<file path="config.mk">
export PLATFORM = sky130hd
export DESIGN_NAME = ifeb_bank
export DESIGN_NICKNAME = d
export VERILOG_FILES = /design/src/logic/ifeb_pkg.sv /design/src/logic/ifeb_flag_bank.sv /design/src/logic/ifeb_pick.sv /design/src/logic/ifeb_bank.sv
export SDC_FILE = /design/constraint.sdc
export NUM_CORES = 1
export LEC_CHECK = 0
export BUFFER_PORTS_ARGS = -buffer_cell sky130_fd_sc_hd__buf_2
export CAP_MARGIN = 10
export CORE_AREA = 2 2 135 137
export DETAILED_ROUTE_END_ITERATION = 10
export DIE_AREA = 0 0 137 139
export PLACE_DENSITY = 0.72
export SLEW_MARGIN = 20
export SYNTH_ARGS = -nofsm -noshare
export SYNTH_HDL_FRONTEND = slang
export SYNTH_SLANG_ARGS = --single-unit
export TNS_END_PERCENT = 10
</file>
<file path="constraint.sdc">
create_clock -name CLK_IN -period 1.85 [get_ports CLK_IN]
set_clock_uncertainty 0.1 [all_clocks]
set_input_delay 0.0925 -clock CLK_IN [delete_from_list [all_inputs] [get_ports CLK_IN]]
set_output_delay 0.0925 -clock CLK_IN [all_outputs]
set_load 0.005 [all_outputs]
</file>
<file path="src/logic/ifeb_pkg.sv">
// Purpose: Shared constants for the interrupt flag and permit bank
// Assumes: 16-bit registers on word-aligned 32-bit bus slots
// Notes:   Masks mark the implemented bits; all other bits read zero
`default_nettype none
package ifeb_pkg;

    // Byte addresses of the registers
    localparam logic [7:0] A_PEND2 = 8'h00;
    localparam logic [7:0] A_PEND3 = 8'h04;
    localparam logic [7:0] A_PEND4 = 8'h08;
    localparam logic [7:0] A_PERM0 = 8'h0c;
    localparam logic [7:0] A_PERM1 = 8'h10;
    localparam logic [7:0] A_PRIO  = 8'h14;
    localparam logic [7:0] A_EVST  = 8'h18;
    localparam logic [7:0] A_EVCLR = 8'h1c;
    localparam logic [7:0] A_EVEN  = 8'h20;

    // Implemented bits per register
    localparam logic [15:0] MASK_PEND2 = 16'h0007;
    localparam logic [15:0] MASK_PEND3 = 16'h39ff;
    localparam logic [15:0] MASK_PEND4 = 16'h00f6;
    localparam logic [15:0] MASK_PERM0 = 16'h7fff;
    localparam logic [15:0] MASK_PERM1 = 16'hfffb;
    localparam logic [15:0] RST_REG16  = 16'h0000;

    // Timer 1 priority field and the permit bit it qualifies
    localparam int unsigned PRIO_LSB   = 12;
    localparam logic [2:0]  PRIO_RST   = 3'h4;
    localparam logic [2:0]  PRIO_OFF   = 3'h0;
    localparam int unsigned TMR1_BIT   = 3;

    // Event status bits: a new request raised in group 2, 3 or 4
    localparam int unsigned EVT_W      = 3;
    localparam logic [2:0]  EVT_RST    = 3'h0;

    // Merge write data into a 16-bit register under the byte lanes
    function automatic logic [15:0] merge16(input logic [15:0] cur,
                                            input logic [31:0] wd,
                                            input logic [3:0]  sel);
        merge16 = cur;
        if (sel[0]) begin
            merge16[7:0] = wd[7:0];
        end
        if (sel[1]) begin
            merge16[15:8] = wd[15:8];
        end
    endfunction

endpackage
`default_nettype wire

</file>
<file path="src/logic/ifeb_flag_bank.sv">
// Purpose: One sticky flag register of sixteen request bits
// Assumes: Events are one-clock pulses or levels from same-clock logic
// Notes:   A set in the same cycle as a software clear wins
`default_nettype none
`timescale 1ns/1ns
module ifeb_flag_bank #(
    parameter logic [15:0] MASK = 16'hffff
) (
    input  wire logic        clk_in,
    input  wire logic        rst_in,
    input  wire logic [15:0] evt_in,
    input  wire logic        wr_in,
    input  wire logic [15:0] wr_val_in,
    output logic      [15:0] flag_out,
    output logic             raised_out
);
    typedef struct packed {
        logic [15:0] flag;
    } ifeb_bank_t;

    ifeb_bank_t st_ff;
    ifeb_bank_t nxt_st;

    // Software value first, then events OR in so none is lost
    always_comb begin
        nxt_st = st_ff;
        if (wr_in) begin
            nxt_st.flag = wr_val_in;
        end
        nxt_st.flag = (nxt_st.flag | evt_in) & MASK;
    end

    always_ff @(posedge clk_in) begin
        if (rst_in) begin
            st_ff <= '{flag: ifeb_pkg::RST_REG16};
        end else begin
            st_ff <= nxt_st;
        end
    end

    assign flag_out   = st_ff.flag;
    assign raised_out = |(evt_in & MASK);
endmodule
`default_nettype wire

</file>
<file path="src/logic/ifeb_pick.sv">
// Purpose: Finds the lowest-numbered active request
// Assumes: Purely combinational; the caller registers the result
// Notes:   Fixed natural order among requests of equal standing
`default_nettype none
`timescale 1ns/1ns
module ifeb_pick #(
    parameter int unsigned N  = 80,
    parameter int unsigned IW = 7
) (
    input  wire logic [N-1:0]  req_in,
    output logic      [IW-1:0] idx_out,
    output logic               valid_out
);
    // Scan from the top so the lowest set bit is kept last
    function automatic logic [IW-1:0] first_set(input logic [N-1:0] v);
        first_set = '0;
        for (int i = N - 1; i >= 0; i--) begin
            if (v[i]) begin
                first_set = IW'(i);
            end
        end
    endfunction

    assign idx_out   = first_set(req_in);
    assign valid_out = |req_in;
endmodule
`default_nettype wire

</file>
<file path="src/logic/ifeb_bank.sv">
// Purpose: Interrupt flag and permit register bank on classic Wishbone
// Assumes: One 25 MHz clock, synchronous active-high reset
// Notes:   Flag groups 0/1 and permit groups 2..4 live outside this bank
`default_nettype none
`timescale 1ns/1ns

// Contract
// - A flag reads 1 once its source raised a request, else 0.
// - A permit bit of 1 passes its source's request; 0 blocks it.
// - Unimplemented bits read zero and ignore writes.
// - All implemented flag and permit bits clear at reset.
// - Software may read and write every implemented flag and permit bit.
// - Pending group 2 bits 2..0: CAN A rx ready, SPI B event, error.
// - Group 3: 13 DMA5, 12/11 codec event/error, 8 CAN B event.
// - Group 3 bits 7..0: CAN B rx, pins 4/3, timers 9/8, I2C B, timer 7.
// - Group 4: bits 7..4 CAN tx B/A, DMA 7/6; bits 2/1 UART errors.
// - Permit 0 bits 14..8: DMA1, conv A, UART A tx/rx, SPI A, timer 3.
// - Permit 0 bits 7..0: timer 2, cmp 2, cap 2, DMA0, timer 1, cmp/cap 1, pin 0.
// - Permit 1 bits 15..8: UART B tx/rx, pin 2, timers 5/4, cmp 4/3, DMA2.
// - Permit 1 bits 7..3 cap 8/7, conv B, pin 1, change; 1/0 I2C A.
// - Three-bit priority: 111 is level 7 highest, 000 disables the source; the code only mutes timer 1 at 000, and the picker ignores levels.
module ifeb_bank (
    input  wire logic        CLK_IN,
    input  wire logic        RST_IN,
    input  wire logic        WB_CYC_IN,
    input  wire logic        WB_STB_IN,
    input  wire logic        WB_WE_IN,
    input  wire logic [7:0]  WB_ADR_IN,
    input  wire logic [3:0]  WB_SEL_IN,
    input  wire logic [31:0] WB_DAT_IN,
    output logic      [31:0] WB_DAT_OUT,
    output logic             WB_ACK_OUT,
    input  wire logic [15:0] EVT_GRP2_IN,
    input  wire logic [15:0] EVT_GRP3_IN,
    input  wire logic [15:0] EVT_GRP4_IN,
    input  wire logic [15:0] FLAG_GRP0_IN,
    input  wire logic [15:0] FLAG_GRP1_IN,
    input  wire logic [15:0] PERMIT_GRP2_IN,
    input  wire logic [15:0] PERMIT_GRP3_IN,
    input  wire logic [15:0] PERMIT_GRP4_IN,
    output logic      [15:0] PEND_GRP2_OUT,
    output logic      [15:0] PEND_GRP3_OUT,
    output logic      [15:0] PEND_GRP4_OUT,
    output logic      [15:0] REQ_GRP0_OUT,
    output logic      [15:0] REQ_GRP1_OUT,
    output logic      [15:0] REQ_GRP2_OUT,
    output logic      [15:0] REQ_GRP3_OUT,
    output logic      [15:0] REQ_GRP4_OUT,
    output logic      [6:0]  TOP_SRC_OUT,
    output logic             TOP_VALID_OUT,
    output logic             IRQ_OUT
);
    typedef struct packed {
        logic        ack;
        logic [31:0] dat;
        logic [15:0] perm0;
        logic [15:0] perm1;
        logic [2:0]  prio;
        logic [2:0]  evst;
        logic [2:0]  even;
        logic        irq;
        logic [15:0] req0;
        logic [15:0] req1;
        logic [15:0] req2;
        logic [15:0] req3;
        logic [15:0] req4;
        logic [6:0]  top;
        logic        topv;
    } ifeb_state_t;

    ifeb_state_t st_ff;
    ifeb_state_t nxt_st;

    logic        hit;
    logic        commit;
    logic        wr_p2;
    logic        wr_p3;
    logic        wr_p4;
    logic [15:0] pend2;
    logic [15:0] pend3;
    logic [15:0] pend4;
    logic [2:0]  raised;
    logic [2:0]  clr;
    logic [79:0] req_all;
    logic [15:0] mute_t1;
    logic [6:0]  pick_idx;
    logic        pick_valid;

    // Level 0 switches a source off; any other code lets it through
    function automatic logic prio_live(input logic [2:0] code);
        prio_live = (code != ifeb_pkg::PRIO_OFF);
    endfunction

    // A write lands only on the edge where the master sees ack high
    assign hit    = WB_CYC_IN && WB_STB_IN;
    assign commit = hit && WB_WE_IN && st_ff.ack;
    assign wr_p2  = commit && (WB_ADR_IN == ifeb_pkg::A_PEND2);
    assign wr_p3  = commit && (WB_ADR_IN == ifeb_pkg::A_PEND3);
    assign wr_p4  = commit && (WB_ADR_IN == ifeb_pkg::A_PEND4);

    // Write-one-to-clear for event status, lane 0 only
    assign clr = (commit && (WB_ADR_IN == ifeb_pkg::A_EVCLR) && WB_SEL_IN[0]) ?
                 WB_DAT_IN[2:0] : 3'h0;

    // Group 2 keeps only its low three request bits
    ifeb_flag_bank #(
        .MASK (ifeb_pkg::MASK_PEND2)
    ) u_pend2 (
        .clk_in     (CLK_IN),
        .rst_in     (RST_IN),
        .evt_in     (EVT_GRP2_IN),
        .wr_in      (wr_p2),
        .wr_val_in  (ifeb_pkg::merge16(pend2, WB_DAT_IN, WB_SEL_IN)),
        .flag_out   (pend2),
        .raised_out (raised[0])
    );

    // Group 3 has gaps at bits 15..14 and 10..9
    ifeb_flag_bank #(
        .MASK (ifeb_pkg::MASK_PEND3)
    ) u_pend3 (
        .clk_in     (CLK_IN),
        .rst_in     (RST_IN),
        .evt_in     (EVT_GRP3_IN),
        .wr_in      (wr_p3),
        .wr_val_in  (ifeb_pkg::merge16(pend3, WB_DAT_IN, WB_SEL_IN)),
        .flag_out   (pend3),
        .raised_out (raised[1])
    );

    // Group 4 uses bits 7..4, 2 and 1 only
    ifeb_flag_bank #(
        .MASK (ifeb_pkg::MASK_PEND4)
    ) u_pend4 (
        .clk_in     (CLK_IN),
        .rst_in     (RST_IN),
        .evt_in     (EVT_GRP4_IN),
        .wr_in      (wr_p4),
        .wr_val_in  (ifeb_pkg::merge16(pend4, WB_DAT_IN, WB_SEL_IN)),
        .flag_out   (pend4),
        .raised_out (raised[2])
    );

    // A zero priority code mutes timer 1 even when permitted
    assign mute_t1 = prio_live(st_ff.prio) ? 16'h0000
                                           : (16'h0001 << ifeb_pkg::TMR1_BIT);

    // Gate requests outside the state process: the picker reads them, and
    // taking them from nxt_st would close a loop through that process
    assign req_all = {pend4 & PERMIT_GRP4_IN,
                      pend3 & PERMIT_GRP3_IN,
                      pend2 & PERMIT_GRP2_IN,
                      FLAG_GRP1_IN & st_ff.perm1,
                      FLAG_GRP0_IN & st_ff.perm0 & ~mute_t1};

    ifeb_pick #(
        .N  (80),
        .IW (7)
    ) u_pick (
        .req_in    (req_all),
        .idx_out   (pick_idx),
        .valid_out (pick_valid)
    );

    // Bus access, permit and priority registers, gated request registers, status
    always_comb begin
        nxt_st = st_ff;

        // Ack one cycle after the request, then drop for one cycle
        nxt_st.ack = hit && !st_ff.ack;
        nxt_st.dat = 32'h0000_0000;
        if (hit && !st_ff.ack && !WB_WE_IN) begin
            if (WB_ADR_IN == ifeb_pkg::A_PEND2) begin
                nxt_st.dat[15:0] = pend2;
            end else if (WB_ADR_IN == ifeb_pkg::A_PEND3) begin
                nxt_st.dat[15:0] = pend3;
            end else if (WB_ADR_IN == ifeb_pkg::A_PEND4) begin
                nxt_st.dat[15:0] = pend4;
            end else if (WB_ADR_IN == ifeb_pkg::A_PERM0) begin
                nxt_st.dat[15:0] = st_ff.perm0;
            end else if (WB_ADR_IN == ifeb_pkg::A_PERM1) begin
                nxt_st.dat[15:0] = st_ff.perm1;
            end else if (WB_ADR_IN == ifeb_pkg::A_PRIO) begin
                nxt_st.dat[ifeb_pkg::PRIO_LSB +: 3] = st_ff.prio;
            end else if (WB_ADR_IN == ifeb_pkg::A_EVST) begin
                nxt_st.dat[2:0] = st_ff.evst;
            end else if (WB_ADR_IN == ifeb_pkg::A_EVEN) begin
                nxt_st.dat[2:0] = st_ff.even;
            end
        end

        // Register writes; masks keep gaps at zero
        if (commit) begin
            if (WB_ADR_IN == ifeb_pkg::A_PERM0) begin
                nxt_st.perm0 = ifeb_pkg::merge16(st_ff.perm0, WB_DAT_IN, WB_SEL_IN)
                               & ifeb_pkg::MASK_PERM0;
            end else if (WB_ADR_IN == ifeb_pkg::A_PERM1) begin
                nxt_st.perm1 = ifeb_pkg::merge16(st_ff.perm1, WB_DAT_IN, WB_SEL_IN)
                               & ifeb_pkg::MASK_PERM1;
            end else if (WB_ADR_IN == ifeb_pkg::A_PRIO) begin
                if (WB_SEL_IN[1]) begin
                    nxt_st.prio = WB_DAT_IN[ifeb_pkg::PRIO_LSB +: 3];
                end
            end else if (WB_ADR_IN == ifeb_pkg::A_EVEN) begin
                if (WB_SEL_IN[0]) begin
                    nxt_st.even = WB_DAT_IN[2:0];
                end
            end
        end

        // Gated requests register beside the index picked from them
        {nxt_st.req4, nxt_st.req3, nxt_st.req2, nxt_st.req1, nxt_st.req0} = req_all;

        nxt_st.top  = pick_idx;
        nxt_st.topv = pick_valid;

        // Set beats clear so an event in the clearing cycle survives
        nxt_st.evst = (st_ff.evst & ~clr) | raised;
        nxt_st.irq  = |(nxt_st.evst & nxt_st.even);
    end

    // Single register stage for all bank state outside the three flag banks
    always_ff @(posedge CLK_IN) begin
        if (RST_IN) begin
            st_ff <= '{ack: 1'b0, dat: 32'h0000_0000,
                       perm0: ifeb_pkg::RST_REG16,
                       perm1: ifeb_pkg::RST_REG16,
                       prio: ifeb_pkg::PRIO_RST,
                       evst: ifeb_pkg::EVT_RST,
                       even: ifeb_pkg::EVT_RST,
                       irq: 1'b0,
                       req0: 16'h0000, req1: 16'h0000, req2: 16'h0000,
                       req3: 16'h0000, req4: 16'h0000,
                       top: 7'h00, topv: 1'b0};
        end else begin
            st_ff <= nxt_st;
        end
    end

    // Outputs straight from the state register or the flag banks
    assign WB_ACK_OUT    = st_ff.ack;
    assign WB_DAT_OUT    = st_ff.dat;
    assign PEND_GRP2_OUT = pend2;
    assign PEND_GRP3_OUT = pend3;
    assign PEND_GRP4_OUT = pend4;
    assign REQ_GRP0_OUT  = st_ff.req0;
    assign REQ_GRP1_OUT  = st_ff.req1;
    assign REQ_GRP2_OUT  = st_ff.req2;
    assign REQ_GRP3_OUT  = st_ff.req3;
    assign REQ_GRP4_OUT  = st_ff.req4;
    assign TOP_SRC_OUT   = st_ff.top;
    assign TOP_VALID_OUT = st_ff.topv;
    assign IRQ_OUT       = st_ff.irq;
endmodule
`default_nettype wire

</file>
## Yosys cells after proc, flatten, opt, wreduce, memory -nomap -nowiden

Index checks and enable logic that the tools add are counted.

- ROM bits: 0
- Bits in writable memories: 0
- Output and inout port bits: 170
- Input port bits: 177
- Memories: 0
- Bits in registers: 182
- Bits in latches: 0

- $mul: 0
- Div/mod/pow operators: 0
- Mux-type cells: 106
- Bitwise gates (word level): 17
- Shifts and indexed selects: 0
- Equal/unequal tests: 8
- Reductions and logical operators: 32
- Add/subtract/negate cells: 0
- Order comparisons: 0

Operator list:

| kind | number |
|---|---|
| two-way mux 7 bit | 79 |
| OR reduction 80 bit | 1 |
| OR reduction 65 bit | 1 |
| two-way mux 16 bit | 4 |
| two-way mux 3 bit | 15 |
| OR reduction 33 bit | 1 |
| bitwise AND 16 bit | 2 |
| equality test 8 x 5 -> 1 bit, second input constant | 4 |
| two-way mux 8 bit | 3 |
| OR reduction 17 bit | 1 |
| bitwise AND 14 x 16 -> 16 bit | 1 |
| bitwise AND 16 x 15 -> 16 bit | 1 |
| bitwise AND 3 x 16 -> 16 bit | 1 |
| bitwise AND 8 x 16 -> 16 bit | 1 |
| equality test 8 x 4 -> 1 bit, second input constant | 2 |
| inverter 4 -> 16 bit | 1 |
| two-way mux 14 bit | 1 |
| OR 14 bit | 1 |
| OR reduction 12 bit | 1 |
| logical AND 1 bit | 10 |
| two-way mux 9 bit | 1 |
| OR reduction 3 bit | 3 |
| OR reduction 9 bit | 1 |
| equality test 8 x 3 -> 1 bit, second input constant | 1 |
| 18 further kinds | 26 |

## Longest topological paths before layout

Gate-level depths: netlist (run 1).

- Depth after elaboration: 80
- Gate-level depth with buffers: 7
- Mapped depth without buffers: 6

## By module

From an unflattened synthesis (run 1), not the netlist that was laid out.

- Cells, all modules: 1154
- Area, all modules: 9218.8 µm²

Modules (own cells, without submodules):

| module | times used | cells each | seq. area each (µm²) | area an instance (µm²) |
|---|---|---|---|---|
| ifeb_bank | 1 | 842 | 2862.7 | 7090.6 |
| ifeb_pick | 1 | 188 | 0.0 | 1033.5 |
| ifeb_flag_bank at u_pend3 | 1 | 59 | 240.2 | 538.0 |
| ifeb_flag_bank at u_pend4 | 1 | 38 | 120.1 | 334.1 |
| ifeb_flag_bank at u_pend2 | 1 | 27 | 60.1 | 222.7 |

## Least setup slack after synthesis (run 1)

No wires, ideal clock.

- Path kind: input port to flip-flop
- From: input WB_ADR_IN[5]
- To: register st_ff, in the netlist IRQ_OUT
- Data required time: 1630 ps
- Library setup time: 120 ps
- Slack: 48 ps
- Arrival: 1583 ps
- Stages on the path: 6
- Cells stage by stage: or4b_4 > nor4_4 > nand2_2 > a2111oi_4 > nor3_1 > a211o_1

- Word-level cells in the longest chain between the ends: 9

RTL lines:

| item | RTL line | text |
|---|---|---|
| start: declaration | ifeb_bank.sv:28 | `input wire logic [7:0] WB_ADR_IN,` |
| branches (longest 7 deep; another with equality test 8 x 6 -> 1 bit) | - |  |
| bitwise AND 3 bit (*) | ifeb_bank.sv:219 | `nxt_st.irq = \|(nxt_st.evst & nxt_st.even);` |
| OR reduction 3 bit (*) | ifeb_bank.sv:219 |  |
| end signal: assignment | ifeb_bank.sv:225 | `st_ff <= '{ack: 1'b0, dat: 32'h0000_0000,` |
| end signal: assignment | ifeb_bank.sv:236 | `st_ff <= nxt_st;` |
| end: declaration | ifeb_bank.sv:71 | `ifeb_state_t st_ff;` |

Mark *: on every way between the ends.
A chain may end at the register's enable or synchronous reset.

## Final worst setup path (run 1)

- From: input PERMIT_GRP4_IN[6]
- To: register st_ff, in the netlist TOP_SRC_OUT[0]

- Word-level cells in the longest chain between the ends: 71

RTL lines:

| item | RTL line | text |
|---|---|---|
| start: declaration | ifeb_bank.sv:40 | `input wire logic [15:0] PERMIT_GRP4_IN,` |
| bitwise AND 8 x 16 -> 16 bit | ifeb_bank.sv:150 | `assign req_all = {pend4 & PERMIT_GRP4_IN,` |
| two-way mux 7 bit (70 in series) | ifeb_pick.sv:18 | `if (v[i]) begin` |

No other way between the ends.

==> run metrics, run 1 <==
global-route wire length before repair 34.6 mm; Yosys cell types 54; hold_sp FLAG_GRP0_IN[3]; Post-CTS Setup Bufs 0; CTS root buf clkbuf_16; achievable clock frequency 0.538 GHz; failing checks negative hold slack, negative setup slack; Slew headroom 55.4%; Synth Area in Adders 0%; LEAKAGE 4.57 nW; Slew Limit Fails 0; Comb pwr share 12.2%; Post-route DRC 0; multiplexer share of the synthesized area 3.47%; commonest register cell after synthesis dfxtp_1; Routed Antenna Nets 0; Worst EP arrival 2.06 ns; compound-gate portion of the synthesized area 13.7%; via count 6852; initial antenna violation count 1; max_cap viols 0; Design Power 0.00712 W; final worst-path cycle share 100%; largest net degree at the start of global routing 67; switch share 23.5%; io pins 347; Req. time, crit path 2.05 ns; Clk Latency, worst-skew pair 0.42 ns; grt ovf 0; Post-synth EDFFs 0; Layout Area Growth over Synthesis 40.6%; Yosys top cell area share 41.3%; Worst setup SP type primary input; Initial Util 37.6%; FILL cells 1591; Internal 0.00544 W; Min-Delay Path Depth 4; top cells by area, synth dfxtp_1 (41%), buf_4 (17%), nand2_1 (7.5%); DRT Wirelength 23.7 mm; Die Area 19000 um2; HP Class primary input to register; Reg2Reg Depth 7; Critical Path Sink Type register; Post-Synth Simple-Gate Area 21.9%; largest family of logic cells by synthesized area simple AND/OR/NAND/NOR gates; CTS tree built; Final GP Congestion 0.970; share of cells above drive strength 1 31.6%; min Tclk post-route 1.86 ns; Final setup violation count 1; clk sinks 137; CTS Buffer Depth 2; outcome finished with violations; Detailed Place HPWL 18.0 mm; worst flop-to-flop path startpoint u_pend4.flag_out[6]; Die H 139 um; Via density 5.02; Post-Syn Area 6640 um2; H-tree Lvls 4; critical path class primary input to register; switching pwr 0.00167 W; Clock Power Share 44.7%; sequential share of power 43.1%; Avg Inst Size Synth 8.14 um2; Post-synth ARST share 0%; core area 17700 um2; worst-path fanout max 2; worst setup margin -0.00725 ns; VDD IR max 0.000750 V; first drt pass iteration count 6; RSZ-0062 raised after global routing yes; XOR/XNOR Fraction of Synth Area 0%; Post-Syn Instances 815; CP startpoint PERMIT_GRP4_IN[6]; GRT Resource Usage Total 23.9%; Hold Fails Final Rpt 1; Horiz. Die Dim 137 um; drt wl/cell 17.4 um; FP Rows 49; Iter 0 DRT Violations 627; fin nets 1303; I/O Buffers 200; biggest area consumer among synthesized cells dfxtp_1; pwr dens 763 nW/um2; number of global-route vias before repair 6380; Num CTS Buffers 17; register area share after synthesis 41.3%; slew of the pin with the lowest slew margin 0.670 ns; clock slew at reported path FFs 0.05 ns; Warnings, synthesis 0; synthesized flop and latch total 137; final hold slack -0.00579 ns
[registers in the layout (all words and copies together) (netlist names)]
signal	cells
u_pend2.flag_out	3
REQ_GRP1_OUT	15
IRQ_OUT	1
REQ_GRP2_OUT	3
REQ_GRP3_OUT	12
u_pend4.flag_out	6
REQ_GRP0_OUT	15
WB_ACK_OUT	1
REQ_GRP4_OUT	6
st_ff	39
TOP_VALID_OUT	1
u_pend3.flag_out	12
TOP_SRC_OUT	7
WB_DAT_OUT	16
[cells in the final DEF (no fill, tap or decap), drive strengths merged, types with 2 or more instances in the layout]
| cell type | count |
|---|---|
| o211ai | 4 |
| conb | 72 |
| nor4 | 6 |
| mux2i | 23 |
| a31oi | 9 |
| nand3 | 55 |
| buf | 306 |
| a22o | 2 |
| nor3b | 3 |
| nand4 | 8 |
| o21ai | 14 |
| a2111oi | 2 |
| clkbuf | 25 |
| a22oi | 13 |
| a211oi | 5 |
| nor2 | 75 |
| nor3 | 8 |
| a32oi | 3 |
| nand2b | 3 |
| dfxtp | 137 |
| inv | 25 |
| nand3b | 2 |
| nand2 | 134 |
| clkinv | 2 |
| a211o | 2 |
| a222oi | 8 |
| or4 | 3 |
| and2 | 5 |
| o31ai | 2 |
| a21oi | 65 |
| dlygate4sd3 | 86 |
| a221o | 2 |
| and3 | 9 |
[worst paths after layout]
kind	end	slack, ns
max reg2reg	TOP_SRC_OUT[0]	-0.007
max	TOP_SRC_OUT[0]	-0.007
min	REQ_GRP0_OUT[3]	-0.006
min reg2reg	st_ff[95]	0.37
[power groups by stage]
stage / combinational [W] / clock (W) / sequential, W
finish: 0.000870 / 0.00318 / 0.00307
CTS: 0.000839 / 0.00322 / 0.00306
floorplan: 0.000396 / 0 / 0.00313
detailed placement: 0.000684 / 0 / 0.00312
global route: 0.000934 / 0.00335 / 0.00307
global placement: 0.000678 / 0 / 0.00312
[metrics by stage]
step | setup slack, ns | TNS, ns | area, um2 | cells | utilization [%]
floorplan | 0.0477 | 0 | 6900 | 886 | -
global placement | -0.168 | -3.58 | 7840 | 1250 | 44.4
detailed placement | -0.193 | -4.18 | 7840 | 1250 | 44.4
CTS | 0.0103 | 0 | 9270 | 1364 | 52.5
global route | -0.0415 | -0.0830 | 9330 | 1365 | 52.8
finish | -0.00725 | -0.00725 | 9330 | 1365 | 52.8
[critical path, cell delays in order]
cell	delay [ns]
dlygate4sd3_1	0.55
buf_2	0.11
nand2_1	0.08
a32oi_1	0.21
o211ai_1	0.14
a31oi_1	0.30
o31ai_1	0.13
buf_4	0.15
a221o_1	0.29
[Yosys cell counts, types with 2 or more instances]
cell,number
o211ai_1,4
nand3_1,55
nor3b_1,3
a21oi_1,65
and2_1,5
and3_1,8
nor2_1,74
nor4_1,5
nor3_1,8
o31ai_1,2
a22o_1,2
buf_2,3
dfxtp_1,137
nand3b_1,2
o21ai_0,14
or4_1,2
a211o_1,2
nand4_1,8
buf_4,148
a32oi_1,3
a222oi_1,8
inv_1,25
a221o_1,2
a211oi_1,5
nand2b_1,3
nand2_1,133
mux2i_1,23
a31oi_1,9
clkbuf_1,20
a22oi_1,13
[per-layer routing]
metal  GRT usage (%)  share of wire, %  up-vias
met5               0                 0        -
met4            10.6               4.0        0
met3            5.19                10       73
met2            37.8                45      416
met1            31.2                41     3160
li1                -                 -     3203
[final cells by class]
type | count | area (um2) | area share [%]
clock inverter | 3 | 40.0 | 0.429
multi-input combinational | 553 | 2940 | 31.5
timing repair buffer | 392 | 2720 | 29.2
tap | 229 | 287 | 3.07
sequential | 137 | 2750 | 29.4
clock buffer | 25 | 505 | 5.42
antenna | 1 | 2.50 | 0.0268
inverter | 25 | 93.8 | 1.01
[kinds of logic (layout without fill, tap and decap cells)]
family	Yosys count	after routing
simple gates	318	318
mux	23	23
other cells	1	73
compound gates	140	140
buf+inv	196	445
flops	137	137
[timing repair]
item / in CTS / in global routing
endpoints found under the setup margin: 17 / 19
resized for setup: 8 / 17
hold endpoints to repair: 107 / 0
pin swaps: 3 / 3
hold buffers: 86 / 0
Power figures use the tool's default switching activity.
==> run 2, diff against run 1 <==
ABC_AREA = 1   (was default)
==> run 2 against run 1 <==
Compared with the run above:
- synthesized area increased by 0.49%
- clock-buffer cell count unchanged
- critical path depth increased by 37
- synthesized cell count increased by 12%
- final area decreased by 0.72%
- register-to-register slack got worse by 1.0 ns
- the flow finishes with violations (negative setup slack)
- power increased by 1.6%
- cell count increased by 7.3%
- global-route usage decreased by 1.1 points
- combinational power increased by 6.7%
==> run metrics, run 2 <==
synthesized flop and latch total 137; clk sinks 137; final worst-path cycle share 157%; CTS Buffer Depth 2; Final setup violation count 3; Warnings, synthesis 0; drt wl/cell 15.2 um; clock slew at reported path FFs 0.06 ns; Post-synth EDFFs 0; fin nets 1400; I/O Buffers 200; Synth top cells by count nand2_1 (167), nor2_1 (158), buf_4 (146); outcome finished with violations; switch share 24.7%; post-route insts no fill 1465; CP max-delay cell dfxtp_2; Initial Util 37.8%; io pins 347; RSZ-0062 raised after global routing yes; Post-route DRC 0; initial antenna violation count 0; most common cell after layout, fill and taps aside buf_2; core area 17700 um2; Post-synth ARST share 0%; H-tree Lvls 4; via count 6906; Final TNS setup -1.64 ns; Internal 0.00545 W; failing checks negative setup slack; Via density 4.71; worst-path fanout max 2; VDD IR max 0.000583 V; Slew headroom 54.1%; Detailed Place HPWL 16.8 mm; n_diodes 0; Critical Path Sink Type register; global-route wire length before repair 33.3 mm; largest net degree at the start of global routing 67; Slew Limit Fails 0; Most flops, register st_ff; Comb pwr share 12.8%; Avg Inst Size Synth 7.28 um2; Post-Syn Instances 916; Worst EP arrival 3.16 ns; top cells by area, synth dfxtp_1 (41%), buf_4 (16%), nand2_1 (9.4%); number of global-route vias before repair 6539; Iter 0 DRT Violations 614; Num CTS Buffers 17; CTS root buf clkbuf_16; Post-Syn Area 6670 um2; Max stage delay on crit path 0.33 ns; Die Area 19000 um2; placed cell count 1345; DRT Wirelength 22.2 mm; highest-count cells in the layout ignoring fill and taps buf_2 (200), nand2_1 (162), nor2_1 (156); most frequent cell after synthesis nand2_1; min Tclk post-route 2.90 ns; achievable clock frequency 0.345 GHz; Routed Antenna Nets 0; max_cap viols 0; max reg flops 39; switching pwr 0.00178 W; first drt pass iteration count 7; LEAKAGE 4.95 nW; fin util 52.5%; GRT Resource Usage Total 22.9%; Hold Fails Final Rpt 0; worst setup margin -1.05 ns; Horiz. Die Dim 137 um; Worst setup SP type register; share of cells above drive strength 1 30.3%; pwr dens 781 nW/um2; HP Class primary input to register; sequential share of power 42.3%; Final GP Congestion 0.956; Clk Latency, worst-skew pair 0.43 ns; Clock Power Share 44.8%; DP Worst Slack -0.980 ns; CTS tree built; grt ovf 0; Crit path top cell by count nand2_1; biggest area consumer among synthesized cells dfxtp_1; commonest register cell after synthesis dfxtp_1; critical path class register to register; slew of the pin with the lowest slew margin 0.688 ns; Layout Area Growth over Synthesis 38.9%; Yosys top cell area share 41.1%; FP Rows 49; Req. time, crit path 2.11 ns; register area share after synthesis 41.1%; Yosys cell types 34; Die H 139 um
-- run 2: cell count changes after synthesis, moves of 11 or more --
cell     change
mux2i_1     -23
nand2_1     +34
inv_1       +55
o21ai_0     +14
nand2_4     +11
o21ai_1     +24
nor2_1      +84
inv_2       +21
a22oi_1     -13
o31ai_1     +13
nand3_1     -36
a21oi_1     -30
-- run 2: per-layer routing --
layer	GRT usage, %	part of all wire [%]
met4	9.98	3.9
met1	28.2	40
met5	0	0
met2	37.9	47
met3	5.30	8.7
-- run 2: path summary, 6_finish.rpt --
| path | startpoint | to | slack, ns | cells after the start |
|---|---|---|---|---|
| setup / recovery | u_pend4.flag_out[7] | TOP_SRC_OUT[0] | -1.05 | 46 |
| hold / removal | FLAG_GRP0_IN[14] | REQ_GRP0_OUT[14] | 0.03 | 4 |
| setup reg to reg | u_pend4.flag_out[7] | TOP_SRC_OUT[0] | -1.05 | 46 |
| hold reg to reg | st_ff[124] | WB_DAT_OUT[10] | 0.40 | 2 |
-- run 2: final cells by class --
type	instances	area (um2)
tap	229	287
clock inverter	7	66.3
fill	1677	8390
multi-input combinational	584	2710
clock buffer	25	495
inverter	102	383
sequential	137	2750
timing repair buffer	381	2580
-- run 2: timing repair --
item,4_1_cts,5_1_grt
gates cloned,0,0
setup buffers,1,0
resized for setup,5,8
setup endpoints to repair,8,10
hold buffers,87,0
pin swaps,0,1
endpoints found under the hold margin,110,0
-- run 2: kinds of logic (layout without fill, tap and decap cells) --
group,after synthesis,in the layout,synth area share (%)
and+or+nand+nor,377,377,23.5
buffers and inverters,266,515,23.2
DFF,137,137,41.1
AOI/OAI and AO/OA,135,135,12.1
other,1,72,0.0562
-- run 2: power groups by stage --
| stage | clock network [W] | registers [W] | logic [W] |
|---|---|---|---|
| after CTS | 0.00326 | 0.00306 | 0.000892 |
| after floorplan | 0 | 0.00313 | 0.000478 |
| final | 0.00324 | 0.00306 | 0.000928 |
| after detailed placement | 0 | 0.00312 | 0.000744 |
| after global routing | 0.00338 | 0.00306 | 0.00101 |
| after global placement | 0 | 0.00312 | 0.000738 |
-- run 2: critical path: cells and delay by family, from the launching register on --
kind            cells  cell delay [ns]
buf+inv             1             0.05
simple gates       44             2.25
flops               1             0.33
compound gates      1             0.11
-- run 2: per-stage QoR --
stage	area [um2]	power (W)	hold slack [ns]
2_1_floorplan	6940	0.00361	0.0809
4_1_cts	9230	0.00722	0.0227
3_3_place_gp	7770	0.00386	0.218
6_report	9260	0.00723	0.0312
5_1_grt	9260	0.00746	0.0463
3_5_place_dp	7770	0.00387	0.223
